--- src/core/fpc_pkg.sv ---
// shared constants and types for the front panel control block
package fpc_pkg;
   // source formats
   typedef enum logic [1:0] {
      SRC_CPST,
      SRC_YC,
      SRC_BETA,
      SRC_SMPTE
   } fpc_src_t;

   // editor sections
   typedef enum logic [1:0] {
      SEC_IDLE,
      SEC_SOURCE,
      SEC_GAIN
   } fpc_sec_t;

   localparam int unsigned CLK_HZ        = 10_000_000;
   localparam int unsigned BLINK_TIME_S  = 15;
   localparam int unsigned COMMIT_CYC    = BLINK_TIME_S * CLK_HZ;
   localparam int unsigned DEBOUNCE_MS   = 10;
   localparam int unsigned DEBOUNCE_CYC  = (DEBOUNCE_MS * CLK_HZ) / 1000;
   localparam int unsigned BLINK_HALF_MS = 250;
   localparam int unsigned BLINK_HALF_CYC = (BLINK_HALF_MS * CLK_HZ) / 1000;

   // gain in percent, one step per press
   localparam logic [7:0] GAIN_MIN  = 8'h32;
   localparam logic [7:0] GAIN_NOM  = 8'h64;
   localparam logic [7:0] GAIN_MAX  = 8'h96;
   localparam logic [7:0] GAIN_STEP = 8'h01;

   localparam logic [1:0] SRC_RST   = 2'h0;
   localparam int unsigned CNT_W    = 28;
endpackage

--- src/core/fpc_btn_if.sv ---
// carries debounced button events from the button filter to the editor
`timescale 1ns/1ns
`default_nettype none
interface fpc_btn_if;
   logic sec_press;
   logic right_press;
   logic left_press;
   logic both_press;

   modport src (
      output sec_press,
      output right_press,
      output left_press,
      output both_press
   );
   modport dst (
      input sec_press,
      input right_press,
      input left_press,
      input both_press
   );
endinterface
`default_nettype wire

--- src/core/fpc_btn_filter.sv ---
// button synchroniser, debouncer and edge detector, section and chord on press, single arrows on release
`timescale 1ns/1ns
`default_nettype none
module fpc_btn_filter #(
   parameter int unsigned DEB_CYC = fpc_pkg::DEBOUNCE_CYC
) (
   input  wire logic   clk_i,
   input  wire logic   rst_i,
   input  wire logic   sec_btn_i,
   input  wire logic   right_btn_i,
   input  wire logic   left_btn_i,
   fpc_btn_if.src      ev
);
   logic [2:0]  raw;
   logic [2:0]  s1_ff;
   logic [2:0]  s2_ff;
   logic [2:0]  stab_ff;
   logic [2:0]  nxt_stab;
   logic [17:0] cnt_ff [3];
   logic [17:0] nxt_cnt [3];
   logic [2:0]  rise;
   logic        arrow_held_ff;
   logic        nxt_arrow_held;
   logic        sec_ev_ff;
   logic        right_ev_ff;
   logic        left_ev_ff;
   logic        both_ev_ff;
   logic        nxt_sec_ev;
   logic        nxt_right_ev;
   logic        nxt_left_ev;
   logic        nxt_both_ev;

   assign raw = {left_btn_i, right_btn_i, sec_btn_i};

   // two-stage synchroniser, first stage read only by second
   always_ff @(posedge clk_i) begin
      if (rst_i) begin
         s1_ff <= 3'h0;
         s2_ff <= 3'h0;
      end else begin
         s1_ff <= raw;
         s2_ff <= s1_ff;
      end
   end

   genvar g;
   generate
      for (g = 0; g < 3; g++) begin : g_deb
         always_comb begin
            nxt_cnt[g]  = cnt_ff[g];
            nxt_stab[g] = stab_ff[g];
            if (s2_ff[g] == stab_ff[g]) begin
               nxt_cnt[g] = 18'h0;
            end else if (cnt_ff[g] >= 18'(DEB_CYC - 1)) begin
               nxt_cnt[g]  = 18'h0;
               nxt_stab[g] = s2_ff[g];
            end else begin
               nxt_cnt[g] = cnt_ff[g] + 18'h1;
            end
         end
         always_ff @(posedge clk_i) begin
            if (rst_i) begin
               cnt_ff[g]  <= 18'h0;
               stab_ff[g] <= 1'b0;
            end else begin
               cnt_ff[g]  <= nxt_cnt[g];
               stab_ff[g] <= nxt_stab[g];
            end
         end
      end
   endgenerate

   assign rise = nxt_stab & ~stab_ff;

   // one event per press; chord suppresses singles
   always_comb begin
      nxt_sec_ev     = rise[0];
      nxt_right_ev   = 1'b0;
      nxt_left_ev    = 1'b0;
      nxt_both_ev    = 1'b0;
      nxt_arrow_held = arrow_held_ff;
      if (nxt_stab[1] && nxt_stab[2] && (rise[1] || rise[2]) && !arrow_held_ff) begin
         nxt_both_ev    = 1'b1;
         nxt_arrow_held = 1'b1;
      end else if (!arrow_held_ff) begin
         // single arrow steps on release, so a chord is never a step
         nxt_right_ev = !nxt_stab[1] && stab_ff[1] && !nxt_stab[2];
         nxt_left_ev  = !nxt_stab[2] && stab_ff[2] && !nxt_stab[1];
      end
      if (!nxt_stab[1] && !nxt_stab[2]) begin
         nxt_arrow_held = 1'b0;
      end
   end

   always_ff @(posedge clk_i) begin
      if (rst_i) begin
         arrow_held_ff <= 1'b0;
         sec_ev_ff     <= 1'b0;
         right_ev_ff   <= 1'b0;
         left_ev_ff    <= 1'b0;
         both_ev_ff    <= 1'b0;
      end else begin
         arrow_held_ff <= nxt_arrow_held;
         sec_ev_ff     <= nxt_sec_ev;
         right_ev_ff   <= nxt_right_ev;
         left_ev_ff    <= nxt_left_ev;
         both_ev_ff    <= nxt_both_ev;
      end
   end

   assign ev.sec_press   = sec_ev_ff;
   assign ev.right_press = right_ev_ff;
   assign ev.left_press  = left_ev_ff;
   assign ev.both_press  = both_ev_ff;

   AST_CHORD_NO_STEP: assert property (@(posedge clk_i) disable iff (rst_i)
      both_ev_ff |-> !right_ev_ff && !left_ev_ff)
      else $error("chord also produced a step");
endmodule
`default_nettype wire

--- src/core/fpc_top.sv ---
// front panel editor, gain and source settings, lamps and commit timer
`timescale 1ns/1ns
`default_nettype none
// Contract
// - section button enables editing, then cycles through sections with wrap
// - arrows step the selection or raise and lower the selected value
// - edited lamp blinks for fifteen seconds, then value goes to storage; the logic blinks the shown section's lamp instead
// - power loss before timeout stores nothing; stored value returns at power-up
// - source is one of four formats; only its lamp lights green
// - in gain section right raises gain, left lowers it
// - gain lamp green at nominal, red otherwise
// - in gain section both arrows together reset gain to nominal
// - input lamp green only when selected format input is detected
// - input lamp dark while an internal test pattern is the source
// - power lamp green only while power good input is high
// - host-only settings are neither shown nor changed from the panel
// - gain limited between fifty and one hundred fifty percent
module fpc_top #(
   parameter int unsigned COMMIT_CYC = fpc_pkg::COMMIT_CYC,
   parameter int unsigned DEB_CYC    = fpc_pkg::DEBOUNCE_CYC,
   parameter int unsigned BLINK_CYC  = fpc_pkg::BLINK_HALF_CYC
) (
   input  wire logic       clk_i,
   input  wire logic       rst_i,
   input  wire logic       sec_btn_i,
   input  wire logic       right_btn_i,
   input  wire logic       left_btn_i,
   input  wire logic       sig_detect_i,
   input  wire logic       test_pat_i,
   input  wire logic       pwr_good_i,
   input  wire logic       nv_valid_i,
   input  wire logic [1:0] nv_src_i,
   input  wire logic [7:0] nv_gain_i,
   output logic [1:0]      src_sel_o,
   output logic [7:0]      gain_o,
   output logic [3:0]      src_lamp_o,
   output logic            gain_green_o,
   output logic            gain_red_o,
   output logic            in_lamp_o,
   output logic            pwr_lamp_o,
   output logic            editing_o,
   output logic            nv_wr_o,
   output logic [1:0]      nv_wr_src_o,
   output logic [7:0]      nv_wr_gain_o
);
   fpc_btn_if btn ();

   fpc_btn_filter #(
      .DEB_CYC (DEB_CYC)
   ) u_filt (
      .clk_i       (clk_i),
      .rst_i       (rst_i),
      .sec_btn_i   (sec_btn_i),
      .right_btn_i (right_btn_i),
      .left_btn_i  (left_btn_i),
      .ev          (btn.src)
   );

   // status pins come from outside the clock domain
   logic [3:0] st1_ff;
   logic [3:0] st2_ff;
   always_ff @(posedge clk_i) begin
      if (rst_i) begin
         st1_ff <= 4'h0;
         st2_ff <= 4'h0;
      end else begin
         st1_ff <= {nv_valid_i, pwr_good_i, test_pat_i, sig_detect_i};
         st2_ff <= st1_ff;
      end
   end
   logic det_s;
   logic tpat_s;
   logic pgood_s;
   logic nvv_s;
   assign det_s   = st2_ff[0];
   assign tpat_s  = st2_ff[1];
   assign pgood_s = st2_ff[2];
   assign nvv_s   = st2_ff[3];

   fpc_pkg::fpc_sec_t sec_ff;
   fpc_pkg::fpc_sec_t nxt_sec;
   logic [1:0]  src_ff;
   logic [1:0]  nxt_src;
   logic [7:0]  gain_ff;
   logic [7:0]  nxt_gain;
   logic        loaded_ff;
   logic        nxt_loaded;
   logic        pend_ff;
   logic        nxt_pend;
   logic [27:0] tmo_ff;
   logic [27:0] nxt_tmo;
   logic        nv_wr_ff;
   logic        nxt_nv_wr;
   logic [1:0]  nv_src_ff;
   logic [1:0]  nxt_nv_src;
   logic [7:0]  nv_gain_ff;
   logic [7:0]  nxt_nv_gain;
   logic        edit_ev;

   // editor: sections, steps, gain clamp, commit timer
   always_comb begin
      nxt_sec     = sec_ff;
      nxt_src     = src_ff;
      nxt_gain    = gain_ff;
      nxt_loaded  = loaded_ff;
      nxt_pend    = pend_ff;
      nxt_tmo     = tmo_ff;
      nxt_nv_wr   = 1'b0;
      nxt_nv_src  = nv_src_ff;
      nxt_nv_gain = nv_gain_ff;
      edit_ev     = 1'b0;
      // restore last stored values once after power-up
      if (!loaded_ff && nvv_s) begin
         nxt_loaded = 1'b1;
         nxt_src    = nv_src_i;
         if (nv_gain_i >= fpc_pkg::GAIN_MIN && nv_gain_i <= fpc_pkg::GAIN_MAX) begin
            nxt_gain = nv_gain_i;
         end
      end
      // section button enables and cycles with wrap
      if (btn.sec_press) begin
         unique case (sec_ff)
            fpc_pkg::SEC_IDLE:   nxt_sec = fpc_pkg::SEC_SOURCE;
            fpc_pkg::SEC_SOURCE: nxt_sec = fpc_pkg::SEC_GAIN;
            fpc_pkg::SEC_GAIN:   nxt_sec = fpc_pkg::SEC_SOURCE;
            default:             nxt_sec = fpc_pkg::SEC_IDLE;
         endcase
      end else if (sec_ff == fpc_pkg::SEC_SOURCE) begin
         if (btn.right_press) begin
            nxt_src = src_ff + 2'h1;
            edit_ev = 1'b1;
         end else if (btn.left_press) begin
            nxt_src = src_ff - 2'h1;
            edit_ev = 1'b1;
         end
      end else if (sec_ff == fpc_pkg::SEC_GAIN) begin
         if (btn.both_press) begin
            nxt_gain = fpc_pkg::GAIN_NOM;
            edit_ev  = 1'b1;
         end else if (btn.right_press) begin
            if (gain_ff < fpc_pkg::GAIN_MAX) begin
               nxt_gain = gain_ff + fpc_pkg::GAIN_STEP;
            end
            edit_ev = 1'b1;
         end else if (btn.left_press) begin
            if (gain_ff > fpc_pkg::GAIN_MIN) begin
               nxt_gain = gain_ff - fpc_pkg::GAIN_STEP;
            end
            edit_ev = 1'b1;
         end
      end
      // a new edit restarts the timeout
      if (edit_ev) begin
         nxt_pend = 1'b1;
         nxt_tmo  = 28'h0;
      // commit when the timeout runs out
      end else if (pend_ff) begin
         if (tmo_ff >= 28'(COMMIT_CYC - 1)) begin
            nxt_pend    = 1'b0;
            nxt_tmo     = 28'h0;
            nxt_nv_wr   = 1'b1;
            nxt_nv_src  = src_ff;
            nxt_nv_gain = gain_ff;
            nxt_sec     = btn.sec_press ? nxt_sec : fpc_pkg::SEC_IDLE; // same-cycle press counts
         end else begin
            nxt_tmo = tmo_ff + 28'h1;
         end
      end
   end

   // reset drops any pending edit, nothing is written
   always_ff @(posedge clk_i) begin
      if (rst_i) begin
         sec_ff     <= fpc_pkg::SEC_IDLE;
         src_ff     <= fpc_pkg::SRC_RST;
         gain_ff    <= fpc_pkg::GAIN_NOM;
         loaded_ff  <= 1'b0;
         pend_ff    <= 1'b0;
         tmo_ff     <= 28'h0;
         nv_wr_ff   <= 1'b0;
         nv_src_ff  <= fpc_pkg::SRC_RST;
         nv_gain_ff <= fpc_pkg::GAIN_NOM;
      end else begin
         sec_ff     <= nxt_sec;
         src_ff     <= nxt_src;
         gain_ff    <= nxt_gain;
         loaded_ff  <= nxt_loaded;
         pend_ff    <= nxt_pend;
         tmo_ff     <= nxt_tmo;
         nv_wr_ff   <= nxt_nv_wr;
         nv_src_ff  <= nxt_nv_src;
         nv_gain_ff <= nxt_nv_gain;
      end
   end

   // blink phase divider for the edited lamp
   logic [23:0] bl_cnt_ff;
   logic [23:0] nxt_bl_cnt;
   logic        bl_ph_ff;
   logic        nxt_bl_ph;
   always_comb begin
      nxt_bl_cnt = bl_cnt_ff + 24'h1;
      nxt_bl_ph  = bl_ph_ff;
      if (!pend_ff) begin
         nxt_bl_cnt = 24'h0;
         nxt_bl_ph  = 1'b1;
      end else if (bl_cnt_ff >= 24'(BLINK_CYC - 1)) begin
         nxt_bl_cnt = 24'h0;
         nxt_bl_ph  = !bl_ph_ff;
      end
   end
   always_ff @(posedge clk_i) begin
      if (rst_i) begin
         bl_cnt_ff <= 24'h0;
         bl_ph_ff  <= 1'b1;
      end else begin
         bl_cnt_ff <= nxt_bl_cnt;
         bl_ph_ff  <= nxt_bl_ph;
      end
   end

   // lamps, all registered
   logic [3:0] nxt_src_lamp;
   logic       nxt_gg;
   logic       nxt_gr;
   logic       gain_lit;
   logic       src_lit;
   always_comb begin
      src_lit  = !(pend_ff && sec_ff == fpc_pkg::SEC_SOURCE) || bl_ph_ff;
      gain_lit = !(pend_ff && sec_ff == fpc_pkg::SEC_GAIN) || bl_ph_ff;
      // one-hot source lamp, blinks while pending in the source section
      nxt_src_lamp = src_lit ? (4'h1 << nxt_src) : 4'h0;
      // green at nominal, red off nominal
      nxt_gg = gain_lit && (nxt_gain == fpc_pkg::GAIN_NOM);
      nxt_gr = gain_lit && (nxt_gain != fpc_pkg::GAIN_NOM);
   end

   always_ff @(posedge clk_i) begin
      if (rst_i) begin
         src_lamp_o   <= 4'h0;
         gain_green_o <= 1'b0;
         gain_red_o   <= 1'b0;
         in_lamp_o    <= 1'b0;
         pwr_lamp_o   <= 1'b0;
         editing_o    <= 1'b0;
         src_sel_o    <= fpc_pkg::SRC_RST;
         gain_o       <= fpc_pkg::GAIN_NOM;
         nv_wr_o      <= 1'b0;
         nv_wr_src_o  <= fpc_pkg::SRC_RST;
         nv_wr_gain_o <= fpc_pkg::GAIN_NOM;
      end else begin
         src_lamp_o   <= nxt_src_lamp;
         gain_green_o <= nxt_gg;
         gain_red_o   <= nxt_gr;
         // detect of selected format; dark on test pattern
         in_lamp_o    <= det_s && !tpat_s;
         pwr_lamp_o   <= pgood_s;
         editing_o    <= (nxt_sec != fpc_pkg::SEC_IDLE);
         src_sel_o    <= nxt_src;
         gain_o       <= nxt_gain;
         nv_wr_o      <= nxt_nv_wr;
         nv_wr_src_o  <= nxt_nv_src;
         nv_wr_gain_o <= nxt_nv_gain;
      end
   end

   AST_GAIN_RANGE: assert property (@(posedge clk_i) disable iff (rst_i)
      gain_ff >= fpc_pkg::GAIN_MIN && gain_ff <= fpc_pkg::GAIN_MAX)
      else $error("gain out of range");
   AST_CHORD_NOM: assert property (@(posedge clk_i) disable iff (rst_i)
      btn.both_press && sec_ff == fpc_pkg::SEC_GAIN && !btn.sec_press
      |=> gain_ff == fpc_pkg::GAIN_NOM)
      else $error("chord did not restore nominal gain");
   AST_GAIN_UP: assert property (@(posedge clk_i) disable iff (rst_i)
      btn.right_press && !btn.sec_press && sec_ff == fpc_pkg::SEC_GAIN
      && gain_ff < fpc_pkg::GAIN_MAX && !(!loaded_ff && nvv_s)
      |=> gain_ff == $past(gain_ff) + fpc_pkg::GAIN_STEP)
      else $error("right arrow did not raise gain");
   AST_SEC_WRAP: assert property (@(posedge clk_i) disable iff (rst_i)
      btn.sec_press && sec_ff == fpc_pkg::SEC_GAIN |=> sec_ff == fpc_pkg::SEC_SOURCE)
      else $error("section did not wrap");
   AST_RESTART: assert property (@(posedge clk_i) disable iff (rst_i)
      edit_ev |=> pend_ff && tmo_ff == 28'h0 && !nv_wr_ff)
      else $error("edit did not restart timeout");
   AST_COMMIT: assert property (@(posedge clk_i) disable iff (rst_i)
      nv_wr_ff |-> $past(pend_ff) && nv_gain_ff == $past(gain_ff))
      else $error("commit without expiring timeout");
   AST_IN_LAMP: assert property (@(posedge clk_i) disable iff (rst_i)
      $past(tpat_s) |-> !in_lamp_o)
      else $error("input lamp lit on test pattern");
   AST_SRC_ONEHOT: assert property (@(posedge clk_i) disable iff (rst_i)
      $onehot0(src_lamp_o) && (src_lamp_o == 4'h0 || src_lamp_o[src_sel_o]))
      else $error("source lamp not the selected one");
   AST_GAIN_LAMP: assert property (@(posedge clk_i) disable iff (rst_i)
      !(gain_green_o && gain_red_o) && (gain_green_o -> gain_o == fpc_pkg::GAIN_NOM))
      else $error("gain lamp colour wrong");
endmodule
`default_nettype wire

--- config.mk ---
export PLATFORM = sky130hd
export DESIGN_NAME = fpc_top
export DESIGN_NICKNAME = d
export VERILOG_FILES = /design/src/core/fpc_pkg.sv /design/src/core/fpc_btn_if.sv /design/src/core/fpc_btn_filter.sv /design/src/core/fpc_top.sv
export SDC_FILE = /design/constraint.sdc
export NUM_CORES = 1
export LEC_CHECK = 0
export BUFFER_PORTS_ARGS = -buffer_cell sky130_fd_sc_hd__buf_2
export CORE_ASPECT_RATIO = 0.75
export CORE_MARGIN = 1.5
export CORE_UTILIZATION = 30
export DETAILED_ROUTE_END_ITERATION = 8
export MAX_ROUTING_LAYER = met4
export SLEW_MARGIN = 10
export SYNTH_ARGS = -nofsm -noshare
export SYNTH_HDL_FRONTEND = slang
export SYNTH_SLANG_ARGS = --single-unit
--- constraint.sdc ---
create_clock -name clk_i -period 7.8 [get_ports clk_i]
set_clock_uncertainty 0.2 [all_clocks]
set_input_delay 0.78 -clock clk_i [delete_from_list [all_inputs] [get_ports clk_i]]
set_output_delay 0.78 -clock clk_i [all_outputs]
set_load 0.01 [all_outputs]
==> results.cfg <==
[run_status]
status = finished clean

[floorplanning]
die_y_um = 137.7
num_io_pins = 49
rows = 49
coreArea_um2 = 23850
die_area_um2 = 25130
start_util_pct = 30.41
die_x_um = 182.5

[worst_setup_path]
cp-start-kind = flop
endpoint_kind = flop
critical_path_class = flop to flop
worstPathMaxFanout = 14
crit_start = gain_o[2]$_SDFF_PP1_
critical_path.max_stage_delay_ps = 760
cp.arrival_ps = 3140
path_cells = a21oi_1, o211ai_1, a21oi_2, a211oi_1, o32a_1, nand2_1, o311a_1
slowest_stage = o211ai_1
worstPathRequired_ps = 7910
r2r-start = gain_o[2]$_SDFF_PP1_

[pwr]
ir_drop_v = 0.0001644
power_density_nw_per_um2 = 209.8
p_leak_nw = 2.980

[synth]
synth_cell_type_count = 67
avgSynthCellArea_um2 = 8.739
ys_ff_latch = 163
synth-edff-count = 0
synth_area_leaders = dfxtp_1 (45%), nor2_1 (8.0%), xor2_1 (6.9%), xnor2_1 (4.6%), nand2_1 (3.3%)
synth_top_cell_area_share_pct = 44.99
synthFlopType = dfxtp_1
synth_top_area_cell = dfxtp_1
synth_area_um2 = 7253
seq_area_frac_synth_pct = 44.99
yosys_warnings = 0
synthCells = 830
async_flop_share_pct = 0

[place]
post-dp-hpwl_um = 10520
portBuffers = 48
place_ws_ps = 4745
gp_congestion = 0.9139

[clock_tree]
cts_tree = done
cts_resized = 0
cts.clk_slew.worst_paths_ps = 60
clk_latency_ps = 420
cts_setup_buffers = 0
cts_inserted_buffers = 17
cts.path.max_buffers = 2
postCtsHoldBufs = 0
cts_sinks = 163
cts-htree-levels = 4
cts_root_buffer = clkbuf_16

[sta]
timing.final.crit_share_pct = 38.81
max_slew.worst_pin.slew_ps = 880.3
fin_ws_ps = 4773
hold_viol = 0
finalSetupViolations = 0
fmax_mhz = 330.3
period_needed_ps = 3027
relSlewSlack_pct = 41.19
rsz0062_at_grt = no
slew_violations = 0
setup_tns_ps = 0

[global_route]
grt_pass1_vias = 5177
grt_pass1_wl_um = 25190
grt.total_usage_pct = 12.81
grt_remaining_overflow = 0
antenna_found_initial = 2
grt_max_degree = 52

[detailed_routing]
vias_per_cell = 4.835
vias = 5778
drcViolationCount = 0
dr.pass1.iters = 5
ant_nets = 0
wl_per_cell_um = 12.80
drtIter0Drc = 519
wl_um = 15300

[finish]
final_common_cell = dfxtp_1
area_delta_synth_final_pct = 15.11
nFillCells = 2430
final_cell_mix = dfxtp_1 (163), nor2_1 (154), nand2_1 (64), xor2_1 (57), buf_2 (48)
fin_nets = 901
final_layout_size_suffix_gt1_share_pct = 10.03

[run]
maxCapViolCount = 0

[hold_path]
min_from = st2_ff[1]$_SDFF_PP0_
holdCritPathClass = flop to flop
==> critical path: cells and delay by family (launching register included) <==
kind	cells	cell delay, ps
AO/OA/AOI/OAI	6	2040
flip-flops	1	610
AND/OR/NAND/NOR	1	70
==> path summary, 6_finish.rpt <==
check / cells past startpoint / slack, ps / end
worst max-delay path: 7 / 4770 / gain_red_o$_SDFF_PP0_
worst min-delay path: 1 / 190 / in_lamp_o$_SDFF_PP0_
worst max register to register: 7 / 4770 / gain_red_o$_SDFF_PP0_
worst min register to register: 1 / 190 / in_lamp_o$_SDFF_PP0_
==> power breakdown <==
part | switching, mW | total, mW | internal [mW]
Clock | 0.321 | 0.809 | 0.488
Sequential | 0.0146 | 0.860 | 0.846
Combinational | 0.0478 | 0.0820 | 0.0342
==> through the flow <==
step | hold WS (ps) | instances | power, mW | instance area (um2) | utilization, %
5_1_grt | 222.1 | 1195 | 1.821 | 8349 | 35.01
4_1_cts | 192.9 | 1193 | 1.778 | 8344 | 34.99
3_5_place_dp | 182.1 | 1161 | 0.9601 | 7772 | 32.59
3_3_place_gp | 177.7 | 1161 | 0.9603 | 7772 | 32.59
6_report | 191.5 | 1195 | 1.752 | 8349 | 35.01
2_1_floorplan | 172.1 | 834 | 0.9310 | 7268 | -
==> synth_stat cells (6+ instances only) <==
library cell,number
a211oi_1,6
a21oi_1,19
a31oi_1,9
and3_1,19
and4_1,11
clkbuf_1,19
dfxtp_1,163
ha_1,8
inv_1,19
mux2i_1,14
nand2_1,64
nand2b_1,8
nand3_1,35
nand4_1,23
nor2_1,154
nor2b_1,24
nor3_1,15
nor4_1,13
o21ai_0,13
xnor2_1,38
xor2_1,57
==> cell type report <==
cell class,count,area [um2],share of cell area [%]
multi-input cells,622,3796,45.47
flip-flops and latches,163,3263,39.08
clock buffers,24,471.7,5.650
well taps,306,382.9,4.586
repair buffers,50,255.2,3.057
clock inverters,8,100.1,1.199
inverters,20,75.07,0.8991
diodes,2,5.005,0.05994
==> sequential cells by signal, summed over array words and instances (netlist names), 2 cells and up <==
| name | flops |
|---|---|
| src_lamp_o | 4 |
| tmo_ff | 28 |
| gain_o | 8 |
| u_filt.cnt_ff | 54 |
| st1_ff | 4 |
| u_filt.s2_ff | 3 |
| bl_cnt_ff | 24 |
| sec_ff | 2 |
| src_sel_o | 2 |
| nv_wr_gain_o | 8 |
| u_filt.stab_ff | 3 |
| nv_wr_src_o | 2 |
| st2_ff | 4 |
| u_filt.s1_ff | 3 |
==> cell families after synthesis <==
group / count (synthesis) / share of synthesized area (%)
multiplexers: 16 / 2.242
adder cells (fa/ha/maj): 8 / 1.380
AND/OR/NAND/NOR: 392 / 26.32
buffers and inverters: 49 / 2.881
other: 1 / 0.05170
XOR/XNOR: 95 / 11.47
AO/OA/AOI/OAI: 106 / 10.66
flip-flops: 163 / 44.99
==> routing by layer <==
metal | routed length, um | part of all wire, % | up-vias | track usage [%]
met5 | 0 | 0 | - | -
met4 | 121 | 0.79 | 0 | 3.811
met3 | 806 | 5.3 | 11 | 3.807
met2 | 6235 | 41 | 118 | 18.00
met1 | 8138 | 53 | 2675 | 17.54
li1 | - | - | 2974 | -
(Power assumes the default switching activity.)
